$ cat config.mk
export PLATFORM = sky130hd
export DESIGN_NAME = pmc_power_mode_controller
export DESIGN_NICKNAME = d
export VERILOG_FILES = /design/src/design/pmc_pkg.sv /design/src/design/pmc_power_mode_controller.sv
export SDC_FILE = /design/constraint.sdc
export NUM_CORES = 1
export LEC_CHECK = 0
export BUFFER_PORTS_ARGS = -buffer_cell sky130_fd_sc_hd__buf_2
export CORE_MARGIN = 8
export CORE_UTILIZATION = 51
export DETAILED_ROUTE_END_ITERATION = 6
export PLACE_DENSITY = 0.82
export SYNTH_ARGS = -nofsm -noshare
export SYNTH_HDL_FRONTEND = slang
export SYNTH_SLANG_ARGS = --single-unit
$ cat constraint.sdc
create_clock -name clk_in -period 2.02 [get_ports clk_in]
set_input_delay 0.404 -clock clk_in [delete_from_list [all_inputs] [get_ports clk_in]]
set_output_delay 0.404 -clock clk_in [all_outputs]
set_load 0.005 [all_outputs]
$ cat src/design/pmc_pkg.sv
package pmc_pkg;

  // register offsets
  localparam logic [15:0] PMC_ADDR_STANDBY_CONTROL    = 16'hfff0;
  localparam logic [15:0] PMC_ADDR_MODE_CLOCK_CONTROL = 16'hfff1;
  localparam logic [15:0] PMC_ADDR_WAKE_EDGE_SELECT   = 16'hfff2;
  localparam logic [15:0] PMC_ADDR_WAKE_IRQ_ENABLE    = 16'hfff4;
  localparam logic [15:0] PMC_ADDR_WAKE_IRQ_FLAGS     = 16'hfff6;

  // standby_control fields
  localparam int PMC_SOFTWARE_STANDBY_BIT = 7;
  localparam int PMC_STS_HI               = 6;
  localparam int PMC_STS_LO               = 4;
  // mode_clock_control fields
  localparam int PMC_SLEEP_MODE_SEL_BIT     = 7;
  localparam int PMC_LOW_SPEED_ON_BIT       = 6;
  localparam int PMC_DIRECT_TRANSFER_ON_BIT = 5;
  localparam int PMC_ACT_CLK_HI             = 4;
  localparam int PMC_ACT_CLK_LO             = 2;
  localparam int PMC_SUB_CLK_HI             = 1;
  localparam int PMC_SUB_CLK_LO             = 0;
  // wake_edge_select / enable / flags fields
  localparam int PMC_LINE0_BIT = 0;
  localparam int PMC_LINE1_BIT = 1;
  localparam int PMC_TIMER_A_BIT = 6;
  localparam int PMC_DIRECT_BIT  = 7;

  // reset values and write masks
  localparam logic [7:0] PMC_RST_STANDBY_CONTROL    = 8'h00;
  localparam logic [7:0] PMC_RST_MODE_CLOCK_CONTROL = 8'h00;
  localparam logic [7:0] PMC_RST_EDGE               = 8'h00;
  localparam logic [7:0] PMC_RST_ENABLE             = 8'h00;
  localparam logic [7:0] PMC_RST_FLAGS              = 8'h00;
  localparam logic [7:0] PMC_EDGE_MASK              = 8'h03;
  localparam logic [7:0] PMC_IRQ_MASK               = 8'hc3;

  // clocks: main oscillator 100 MHz here, selector codes
  localparam logic [2:0] PMC_ACT_CLK_OSC_UNDIV = 3'h3;
  localparam logic [1:0] PMC_SUB_CLK_DIV8      = 2'h0;

  // stabilisation waits in states, indexed by standby_timer_sel
  localparam logic [17:0] PMC_WAIT_STATES_4 = 18'h20000;  // 131,072 states
  localparam logic [17:0] PMC_WAIT_STATES_0 = 18'h02000;
  localparam logic [17:0] PMC_WAIT_STATES_1 = 18'h04000;
  localparam logic [17:0] PMC_WAIT_STATES_2 = 18'h08000;
  localparam logic [17:0] PMC_WAIT_STATES_3 = 18'h10000;
  localparam logic [17:0] PMC_WAIT_STATES_5 = 18'h00002;
  localparam logic [17:0] PMC_WAIT_STATES_6 = 18'h00010;
  localparam logic [17:0] PMC_WAIT_STATES_7 = 18'h00400;

  typedef enum logic [5:0] {
    PMC_ACTIVE    = 6'h01,
    PMC_SLEEP     = 6'h02,
    PMC_SUBSLEEP  = 6'h04,
    PMC_SUBACTIVE = 6'h08,
    PMC_STANDBY   = 6'h10,
    PMC_OSC_WAIT  = 6'h20
  } pmc_mode_type;

endpackage

$ cat src/design/pmc_power_mode_controller.sv
`timescale 1ns/1ns
// Contract
// - sleep instruction in active mode enters sleep when mode bits select it
// - in sleep with low_speed_on set, any wake source moves to subactive
// - in subsleep, only the subsleep-capable sources move to subactive
// - no wake to subactive when cpu mask is set or source disabled
// - subactive left only by sleep instruction, rst_in or external reset
// - subactive sleep with direct on, low speed off goes active after wait
// - external reset low forces reset state, cancels subactive
// - standby_timer_sel picks the wait; code 4 gives 131,072 states
// - direct_transfer_on sleep moves active to subactive without halting; subactive to active halts through the wait
// - a finished direct transition raises the direct-transition request
// - direct transition with its enable clear enters sleep or subsleep
// - direct transition with cpu mask set enters a sleep no irq clears
// - software_standby clear: active sleeps; subactive sleeps whatever its value
// - sleep_mode_sel clear picks sleep rather than subsleep
// - low_speed_on set picks among sleep, subsleep, standby and subactive
// - direct_transfer_on clear picks sleep, subsleep or standby
// - active_clk_sel picks the active clock; code 3 is undivided oscillator
// - sub_clk_sel picks the subactive clock; code 0 is subclock over 8
// - edge select bit 0 detects falling, 1 detects rising edges
// - enable register bit 1 enables the matching request
// - request register bit 1 shows a pending request
module pmc_power_mode_controller
  import pmc_pkg::*;
(
  // clock and reset
  input  wire logic        clk_in,
  input  wire logic        rst_in,
  // register port
  input  wire logic [15:0] addr_in,
  input  wire logic [7:0]  wdata_in,
  input  wire logic        wr_in,
  input  wire logic        rd_in,
  output logic      [7:0]  rdata_out,
  // cpu side
  input  wire logic        sleep_exec_in,
  input  wire logic        cpu_imask_in,
  input  wire logic        timer_a_event_in,
  input  wire logic        other_wake_irq_in,
  input  wire logic        other_subsleep_irq_in,
  // pins
  input  wire logic        external_reset_n_in,
  input  wire logic        ext_wake_line_0_in,
  input  wire logic        ext_wake_line_1_in,
  // mode and clock outputs
  output logic      [5:0]  mode_out,
  output logic             cpu_run_out,
  output logic             reset_hold_out,
  output logic             use_subclock_out,
  output logic      [2:0]  active_clk_sel_out,
  output logic      [1:0]  sub_clk_sel_out,
  output logic             irq_request_out
);

  ////////////////////////////////////////////////////////////////////////////
  // registers

  logic [7:0]   standby_control_q;
  logic [7:0]   mode_clock_control_q;
  logic [7:0]   wake_edge_select_q;
  logic [7:0]   wake_irq_enable_q;
  logic [7:0]   wake_irq_flags_q;
  logic [7:0]   wake_irq_flags_d;
  pmc_mode_type mode_q;
  pmc_mode_type mode_d;
  logic [17:0]  wait_q;
  logic [17:0]  wait_d;
  logic         no_irq_wake_q;
  logic         no_irq_wake_d;
  logic         direct_pend_q;
  logic         direct_pend_d;
  logic [2:0]   rst_sync_q;
  logic [2:0]   l0_sync_q;
  logic [2:0]   l1_sync_q;

  wire sel_sc  = addr_in == PMC_ADDR_STANDBY_CONTROL;
  wire sel_mc  = addr_in == PMC_ADDR_MODE_CLOCK_CONTROL;
  wire sel_es  = addr_in == PMC_ADDR_WAKE_EDGE_SELECT;
  wire sel_en  = addr_in == PMC_ADDR_WAKE_IRQ_ENABLE;
  wire sel_fl  = addr_in == PMC_ADDR_WAKE_IRQ_FLAGS;

  wire       software_standby   = standby_control_q[PMC_SOFTWARE_STANDBY_BIT];
  wire [2:0] standby_timer_sel  = standby_control_q[PMC_STS_HI:PMC_STS_LO];
  wire       sleep_mode_sel     = mode_clock_control_q[PMC_SLEEP_MODE_SEL_BIT];
  wire       low_speed_on       = mode_clock_control_q[PMC_LOW_SPEED_ON_BIT];
  wire       direct_transfer_on = mode_clock_control_q[PMC_DIRECT_TRANSFER_ON_BIT];

  ////////////////////////////////////////////////////////////////////////////
  // pin synchronisers: only stage 1 and 2 are read, stage 0 feeds stage 1

  always_ff @(posedge clk_in) begin
    if (rst_in) begin
      rst_sync_q <= 3'h7;
      l0_sync_q  <= 3'h0;
      l1_sync_q  <= 3'h0;
    end else begin
      rst_sync_q <= {rst_sync_q[1:0], external_reset_n_in};
      l0_sync_q  <= {l0_sync_q[1:0], ext_wake_line_0_in};
      l1_sync_q  <= {l1_sync_q[1:0], ext_wake_line_1_in};
    end
  end

  // reset held while the synchronised line is low; registers return to reset
  wire ext_reset = ~rst_sync_q[1];
  wire any_reset = rst_in | ext_reset;

  // edge select: 0 falling, 1 rising
  wire l0_edge = wake_edge_select_q[PMC_LINE0_BIT] ?
                 (l0_sync_q[1] & ~l0_sync_q[2]) : (~l0_sync_q[1] & l0_sync_q[2]);
  wire l1_edge = wake_edge_select_q[PMC_LINE1_BIT] ?
                 (l1_sync_q[1] & ~l1_sync_q[2]) : (~l1_sync_q[1] & l1_sync_q[2]);

  ////////////////////////////////////////////////////////////////////////////
  // request flags

  wire direct_blocked = ~wake_irq_enable_q[PMC_DIRECT_BIT] | cpu_imask_in;
  // active to subactive needs no oscillator wait, so it completes at once
  wire direct_to_sub  = (mode_q == PMC_ACTIVE) && sleep_exec_in && direct_transfer_on &&
                        low_speed_on && !direct_blocked;
  wire direct_done    = ((mode_q == PMC_OSC_WAIT) && (wait_q == 18'h00000) && direct_pend_q) |
                        direct_to_sub;
  wire [7:0] hw_set   = {direct_done, timer_a_event_in, 4'h0, l1_edge, l0_edge};
  wire [7:0] pending  = wake_irq_flags_q & wake_irq_enable_q;

  always_comb begin
    wake_irq_flags_d = wake_irq_flags_q;
    if (wr_in && sel_fl) begin
      wake_irq_flags_d = wake_irq_flags_q & wdata_in;
    end
    // a set in the clearing cycle wins
    wake_irq_flags_d = (wake_irq_flags_d | hw_set) & PMC_IRQ_MASK;
  end

  ////////////////////////////////////////////////////////////////////////////
  // wake qualification

  wire irq_ok     = ~cpu_imask_in & ~no_irq_wake_q;
  wire sleep_wake = irq_ok & ((|pending) | other_wake_irq_in);
  wire sub_wake   = irq_ok & (pending[PMC_TIMER_A_BIT] | pending[PMC_LINE0_BIT] |
                              pending[PMC_LINE1_BIT] | other_subsleep_irq_in);

  always_comb begin
    logic [17:0] wait_states;
    wait_states = PMC_WAIT_STATES_0;
    unique case (standby_timer_sel)
      3'h0: wait_states = PMC_WAIT_STATES_0;
      3'h1: wait_states = PMC_WAIT_STATES_1;
      3'h2: wait_states = PMC_WAIT_STATES_2;
      3'h3: wait_states = PMC_WAIT_STATES_3;
      3'h4: wait_states = PMC_WAIT_STATES_4;
      3'h5: wait_states = PMC_WAIT_STATES_5;
      3'h6: wait_states = PMC_WAIT_STATES_6;
      3'h7: wait_states = PMC_WAIT_STATES_7;
    endcase
    mode_d        = mode_q;
    wait_d        = (wait_q != 18'h00000) ? wait_q - 18'h00001 : wait_q;
    no_irq_wake_d = no_irq_wake_q;
    direct_pend_d = direct_pend_q;
    unique case (mode_q)
      PMC_ACTIVE: begin
        if (sleep_exec_in) begin
          if (direct_transfer_on && low_speed_on && !direct_blocked) begin
            mode_d        = PMC_SUBACTIVE;
          end else if (direct_transfer_on && low_speed_on) begin
            mode_d        = sleep_mode_sel ? PMC_SUBSLEEP : PMC_SLEEP;
            no_irq_wake_d = cpu_imask_in;
          end else if (software_standby && !direct_transfer_on) begin
            mode_d = PMC_STANDBY;
          end else begin
            mode_d = sleep_mode_sel ? PMC_SUBSLEEP : PMC_SLEEP;
          end
        end
      end
      PMC_SLEEP: begin
        if (sleep_wake) begin
          mode_d = low_speed_on ? PMC_SUBACTIVE : PMC_ACTIVE;
        end
      end
      PMC_SUBSLEEP: begin
        if (sub_wake) begin
          mode_d = PMC_SUBACTIVE;
        end
      end
      PMC_SUBACTIVE: begin
        // only a sleep instruction leaves here, besides reset
        if (sleep_exec_in) begin
          if (direct_transfer_on && !low_speed_on && !direct_blocked) begin
            mode_d        = PMC_OSC_WAIT;
            wait_d        = wait_states;
            direct_pend_d = 1'b1;
          end else if (direct_transfer_on && !low_speed_on) begin
            mode_d        = sleep_mode_sel ? PMC_SUBSLEEP : PMC_SLEEP;
            no_irq_wake_d = cpu_imask_in;
          end else begin
            mode_d = sleep_mode_sel ? PMC_SUBSLEEP : PMC_SLEEP;
          end
        end
      end
      PMC_STANDBY: begin
        if (sleep_wake) begin
          mode_d = PMC_OSC_WAIT;
          wait_d = wait_states;
        end
      end
      PMC_OSC_WAIT: begin
        if (wait_q == 18'h00000) begin
          mode_d        = PMC_ACTIVE;
          direct_pend_d = 1'b0;
        end
      end
    endcase
  end

  ////////////////////////////////////////////////////////////////////////////
  // register writes: external reset returns everything to reset values

  always_ff @(posedge clk_in) begin
    if (any_reset) begin
      standby_control_q    <= PMC_RST_STANDBY_CONTROL;
      mode_clock_control_q <= PMC_RST_MODE_CLOCK_CONTROL;
      wake_edge_select_q   <= PMC_RST_EDGE;
      wake_irq_enable_q    <= PMC_RST_ENABLE;
      wake_irq_flags_q     <= PMC_RST_FLAGS;
    end else begin
      if (wr_in && sel_sc) begin
        standby_control_q <= wdata_in;
      end
      if (wr_in && sel_mc) begin
        mode_clock_control_q <= wdata_in;
      end
      if (wr_in && sel_es) begin
        wake_edge_select_q <= wdata_in & PMC_EDGE_MASK;
      end
      if (wr_in && sel_en) begin
        wake_irq_enable_q <= wdata_in & PMC_IRQ_MASK;
      end
      wake_irq_flags_q <= wake_irq_flags_d;
    end
  end

  ////////////////////////////////////////////////////////////////////////////
  // mode state

  always_ff @(posedge clk_in) begin
    if (any_reset) begin
      mode_q        <= PMC_ACTIVE;
      wait_q        <= 18'h00000;
      no_irq_wake_q <= 1'b0;
      direct_pend_q <= 1'b0;
    end else begin
      mode_q        <= mode_d;
      wait_q        <= wait_d;
      no_irq_wake_q <= no_irq_wake_d;
      direct_pend_q <= direct_pend_d;
    end
  end

  ////////////////////////////////////////////////////////////////////////////
  // read port: unmapped offsets read as zero

  wire [7:0] rd_mux = sel_sc ? standby_control_q :
                      sel_mc ? mode_clock_control_q :
                      sel_es ? wake_edge_select_q :
                      sel_en ? wake_irq_enable_q :
                      sel_fl ? wake_irq_flags_q : 8'h00;

  wire next_runs   = (mode_d == PMC_ACTIVE) || (mode_d == PMC_SUBACTIVE);
  wire next_subclk = (mode_d == PMC_SUBACTIVE) || (mode_d == PMC_SUBSLEEP);

  logic [7:0] rdata_q;
  logic       run_q;
  logic       hold_q;
  logic       subclk_q;
  logic       irq_q;

  always_ff @(posedge clk_in) begin
    if (rst_in) begin
      rdata_q <= 8'h00;
    end else begin
      rdata_q <= rd_in ? rd_mux : 8'h00;
    end
  end

  // outputs follow the next mode so they agree with mode_out in every cycle outside reset
  always_ff @(posedge clk_in) begin
    hold_q <= any_reset;
    if (any_reset) begin
      run_q    <= 1'b0;
      subclk_q <= 1'b0;
      irq_q    <= 1'b0;
    end else begin
      run_q    <= next_runs;
      subclk_q <= next_subclk;
      irq_q    <= |(wake_irq_flags_d & wake_irq_enable_q);
    end
  end

  assign rdata_out          = rdata_q;
  assign mode_out           = mode_q;
  assign cpu_run_out        = run_q;
  assign reset_hold_out     = hold_q;
  assign use_subclock_out   = subclk_q;
  assign irq_request_out    = irq_q;
  assign active_clk_sel_out = mode_clock_control_q[PMC_ACT_CLK_HI:PMC_ACT_CLK_LO];
  assign sub_clk_sel_out    = mode_clock_control_q[PMC_SUB_CLK_HI:PMC_SUB_CLK_LO];

endmodule

# After elaboration in Yosys (flattened, before gate mapping)
# Memories as Yosys holds them, arrays and structs flattened. A register that Yosys moved wholly into a read port is not among the register bits.
# Index checks and enable logic that the tools add are counted.
# W data, S select, Z words.
# word_totals
ff_bits	76
inputBits	36
word_cells	138
out_inout_bits	23
memories	1
romBits	64
# memory_table
memory	words	width	rd	rd_ports_with_merged_regs	write_ports	line	text
(name not given)	8	8	1	1	0	pmc_power_mode_controller.sv:146	unique case (standby_timer_sel)
# classes
add_sub_neg	1
reduce_logical	30
bitwise_logic	27
eq_ne	22
muxes	39
# op_table
cell	n
$eq A16 B16 Y1 const B	5
$mux W18	4
$mux W8	6
$mux W6	7
$pmux W18 S2	1
$pmux W6 S6	1
$and A8 B8 Y8	3
$logic_not A18 Y1	1
$reduce_bool A18 Y1	1
$sub A18 B1 Y18 const B	1
$logic_and A1 B1 Y1	16
$reduce_or A8 Y1	2
$mux W5	3
$eq A6 B1 Y1 const B	2
$eq A6 B3 Y1 const B	2
$eq A6 B4 Y1 const B	2
$ne A2 B2 Y1 const B	6
$mux W1	11
$mux W3	3
$not A1 Y1	9
$or A8 B8 Y8	1
$and A1 B1 Y1	7
$or A1 B1 Y1	7
$reduce_and A7 Y1	1
11 further kinds	17

# Logic depth before layout (Yosys ltp)
# depth
ltp_word	9
depth_mapped	8
ltp_nobuf	8

# Worst setup path before layout
# No wires, ideal clock.
# synth_timing
kind	reg2reg
startpoint	register mode_q[1], in the netlist mode_out[1]
endpoint	register run_q, in the netlist cpu_run_out
t_required_ps	1900
n_path_buf	1
path_stages_with_launch	8
setup_ps	120
t_arrival_ps	2140
slack_ps	-241
path_cell_list	dfxtp_1 or4_4 or3b_4 o2111a_1 buf_6 a221oi_4 xor2_1 nor3b_2
# synth_via
elab_chain_cells	4
# synth_lines
element	line	text
from (decl)	pmc_power_mode_controller.sv:65	pmc_mode_type mode_q;
from (signal assigned)	pmc_power_mode_controller.sv:252	mode_q <= mode_d;
$eq A6 B6 Y1 (tied with other cells)	pmc_power_mode_controller.sv:160	unique case (mode_q)
$pmux W6 S6 (*)	pmc_power_mode_controller.sv:160	
$eq A6 B1 Y1 or $eq A6 B4 Y1 (tied branches)	pmc_power_mode_controller.sv:268	wire next_runs = (mode_d == PMC_ACTIVE) || (mode_d == PMC_SUBACTIVE);
$logic_or A1 B1 Y1 (*)	pmc_power_mode_controller.sv:268	
to (signal assigned)	pmc_power_mode_controller.sv:293	run_q <= next_runs;
to (decl)	pmc_power_mode_controller.sv:272	logic run_q;
# Every way passes the cells marked *; elsewhere a longest branch is shown, timed or not.
# A chain may end at the register's enable or synchronous reset.

# Worst setup path in the final report
# layout_timing
startpoint	register mode_q[1], in the netlist mode_out[1]
endpoint	register wait_q[1]
# layout_via
elab_chain_cells	2
# layout_lines
element	line	text
$eq A6 B5 Y1 or $eq A6 B4 Y1 (tied branches)	pmc_power_mode_controller.sv:160	
$pmux W18 S2 (*)	pmc_power_mode_controller.sv:160	
to (signal assigned)	pmc_power_mode_controller.sv:253	wait_q <= wait_d;
to (decl)	pmc_power_mode_controller.sv:67	logic [17:0] wait_q;
# Marks and branches as above.

==> out/results.txt <==
outcome: finished, violations left
failing checks: negative setup slack
Synth Area in Simple Gates: 28.8%
Leak Pwr: 0.00206 uW
antenna violations before repair: 0
final hold slack: 224 ps
largest net degree at the start of global routing: 29
M1 WL: 4210 um
standard-cell rows: 31
most frequent cells in the layout: dfxtp_1 (75), buf_4 (60), buf_2 (58)
final wirelength: 10100 um
DR iter-0 viols: 188
post-synthesis mux area share: 3.87%
share of the synthesized area in the top cell type: 42.7%
latest clock arrival within the worst-skew pair: 360 ps
clk root buf: clkbuf_8
GPL Wtd Cong: 0.951
placed wire-length estimate: 7280 um
Remaining Overflow, GRT: 0
Final setup violation count: 15
height of the die: 102 um
adder-cell share of the synthesized area: 0.334%
CTS Buf Count: 9
FMAX: 458 MHz
maxcap violations: 0
register area share after synthesis: 42.7%
#FFs+latches synth: 80
Worst-Margin Slew: 512 ps
Die W: 102 um
final setup TNS: -1570 ps
Post-Synth XOR/XNOR Area: 3.27%
CP startpoint kind: flop
routed length per instance: 15.3 um
Top FF cell, synth: dfxtp_1
Area contributors post-synth: dfxtp_1 (43%), nand2_1 (5.5%), nor2_1 (4.7%)
Netlist cell types: 63
Yosys Warn Count: 0
worst hold path type: primary input to flop
TritonCTS clock tree: yes
fin nets: 594
clock skew: 8.80 ps
most common cell after layout, fill and taps aside: dfxtp_1
Worst setup EP type: flop
Yosys top cell by area: dfxtp_1
Setup Crit Path Kind: flop to flop
DR pass1 iterations: 5
first-pass GRT wire length: 16700 um
I/O pin cnt: 59
fin. max-slew vios: 0
Initial Util: 52.3%
Mapped Cells: 444
FILL cells: 568
final hold violations: 0
H-tree levels: 3
Worst EP required: 2310 ps
die area: 10400 sq um
Cell Area, Synth: 3750 sq um
Final ANT Viol Nets: 0
final worst path period need: 2180 ps
clk buf depth: 2
via-per-instance ratio: 5.62
EDFF count, synth: 0
clk slew on worst S/H paths: 90 ps
Max Used Layer: met4
DR WL met3: 569 um
Layout Area Growth over Synthesis: 31.5%
asr flop ratio synth: 0%
Slew Limit Headroom: 65.8%
largest family of logic cells by synthesized area: simple AND/OR/NAND/NOR gates
PortBufs: 58
Pwr Density: 984 nW/um^2
fin worst setup slack: -163 ps
Max VDD drop: 507 uV
clock sinks: 80
gr usage total: 20.2%
Diodes inserted: 0
ratio of cells with drive above 1 in the final layout: 33.6%
vias in the first global route: 3734
Max Fanout on Critical Path: 7
total power: 4850 uW
compound-cell area share of the yosys netlist: 16.6%
Vias: 3718
placed cell area: 4560 sq um
met2 routed WL: 5090 um
syn avg cell area: 8.45 sq um
Placement Setup Slack: -187 ps
unrepaired setup endpoints after global routing: yes
CORE AREA: 7180 sq um
post-route cell area: 4930 sq um
DRC viols: 0
Synth Net Count: 481
Arrival @ worst endpoint: 2480 ps
final worst path period share: 108%
[path summary, 6_finish.rpt]
path / cells after the start / slack, ps / to / from
setup / recovery: 9 / -160 / wait_q[1]$_SDFF_PP0_ / mode_out[1]$_SDFF_PP0_
setup reg to reg: 9 / -160 / wait_q[1]$_SDFF_PP0_ / mode_out[1]$_SDFF_PP0_
hold reg to reg: 1 / 420 / rst_sync_q[1]$_SDFF_PP1_ / rst_sync_q[0]$_SDFF_PP1_
hold / removal: 2 / 220 / rst_sync_q[0]$_SDFF_PP1_ / external_reset_n_in
[synthesized netlist by cell type, types with 8 or more instances]
cell type,count
nor2_1,47
inv_1,13
dfxtp_1,80
a21oi_1,34
xor2_1,8
nor3_1,11
nand4_1,10
clkbuf_1,11
nand3_1,20
mux2i_1,10
nor3b_1,9
nand2_1,55
nor2b_1,13
o21ai_0,15
[area by class of cell]
class	instances	area, sq um	area share [%]
repair buffers	123	797	16.2
clock buffers	10	138	2.79
well taps	99	124	2.51
clock inverters	6	97.6	1.98
inverters	14	52.6	1.07
multi-input cells	329	2110	42.9
flip-flops and latches	80	1610	32.6
[logic make-up after synthesis]
family | after synthesis
buffers and inverters | 35
adders and majority gates | 1
AOI/OAI and AO/OA | 92
and+or+nand+nor | 208
muxes | 14
DFF | 80
xor gates and xnor gates | 14
[report_power, final]
part | leakage, uW | switching, uW | internal (uW)
logic | 0.00129 | 852 | 789
clock network | 0.000119 | 649 | 750
registers | 0.000651 | 99.5 | 1710
total | 0.00206 | 1600 | 3250
[through the flow]
stage	std cells	util, %
2_1_floorplan	444	-
3_3_place_gp	642	63.5
3_5_place_dp	642	63.5
4_1_cts	662	67.7
5_1_grt	661	68.7
6_report	661	68.7
[layer usage]
metal  global-route usage, %  vias to the layer above
li1                        -                     1804
met1                    22.3                     1747
met2                    35.4                      146
met3                    4.19                       21
met4                    11.0                        0
met5                       0                        -
[flip-flops by register name, summed over array words and instances, names as in the netlist, 2 cells and up, named ones only]
signal	cells
wake_irq_enable_q	4
rst_sync_q	2
rdata_out	8
mode_clock_control_q	8
wake_edge_select_q	2
standby_control_q	8
l0_sync_q	3
wait_q	18
wake_irq_flags_q	4
mode_out	6
l1_sync_q	3
[worst max-delay path: stages (launching register included)]
cell	delay, ps
dfxtp_2	330
or4_4	530
or3b_4	390
buf_4	140
buf_4	130
o21ai_2	130
buf_6	150
and2_4	190
nand2_1	60
o21ai_1	70
[repair_timing]
item,4_1_cts,5_1_grt
setup buffers,4,1
cloned,0,0
pin swaps,10,10
resized for setup,14,22
endpoints found under the setup margin,16,25
hold buffers,0,0
Power figures use the tool's default switching activity.
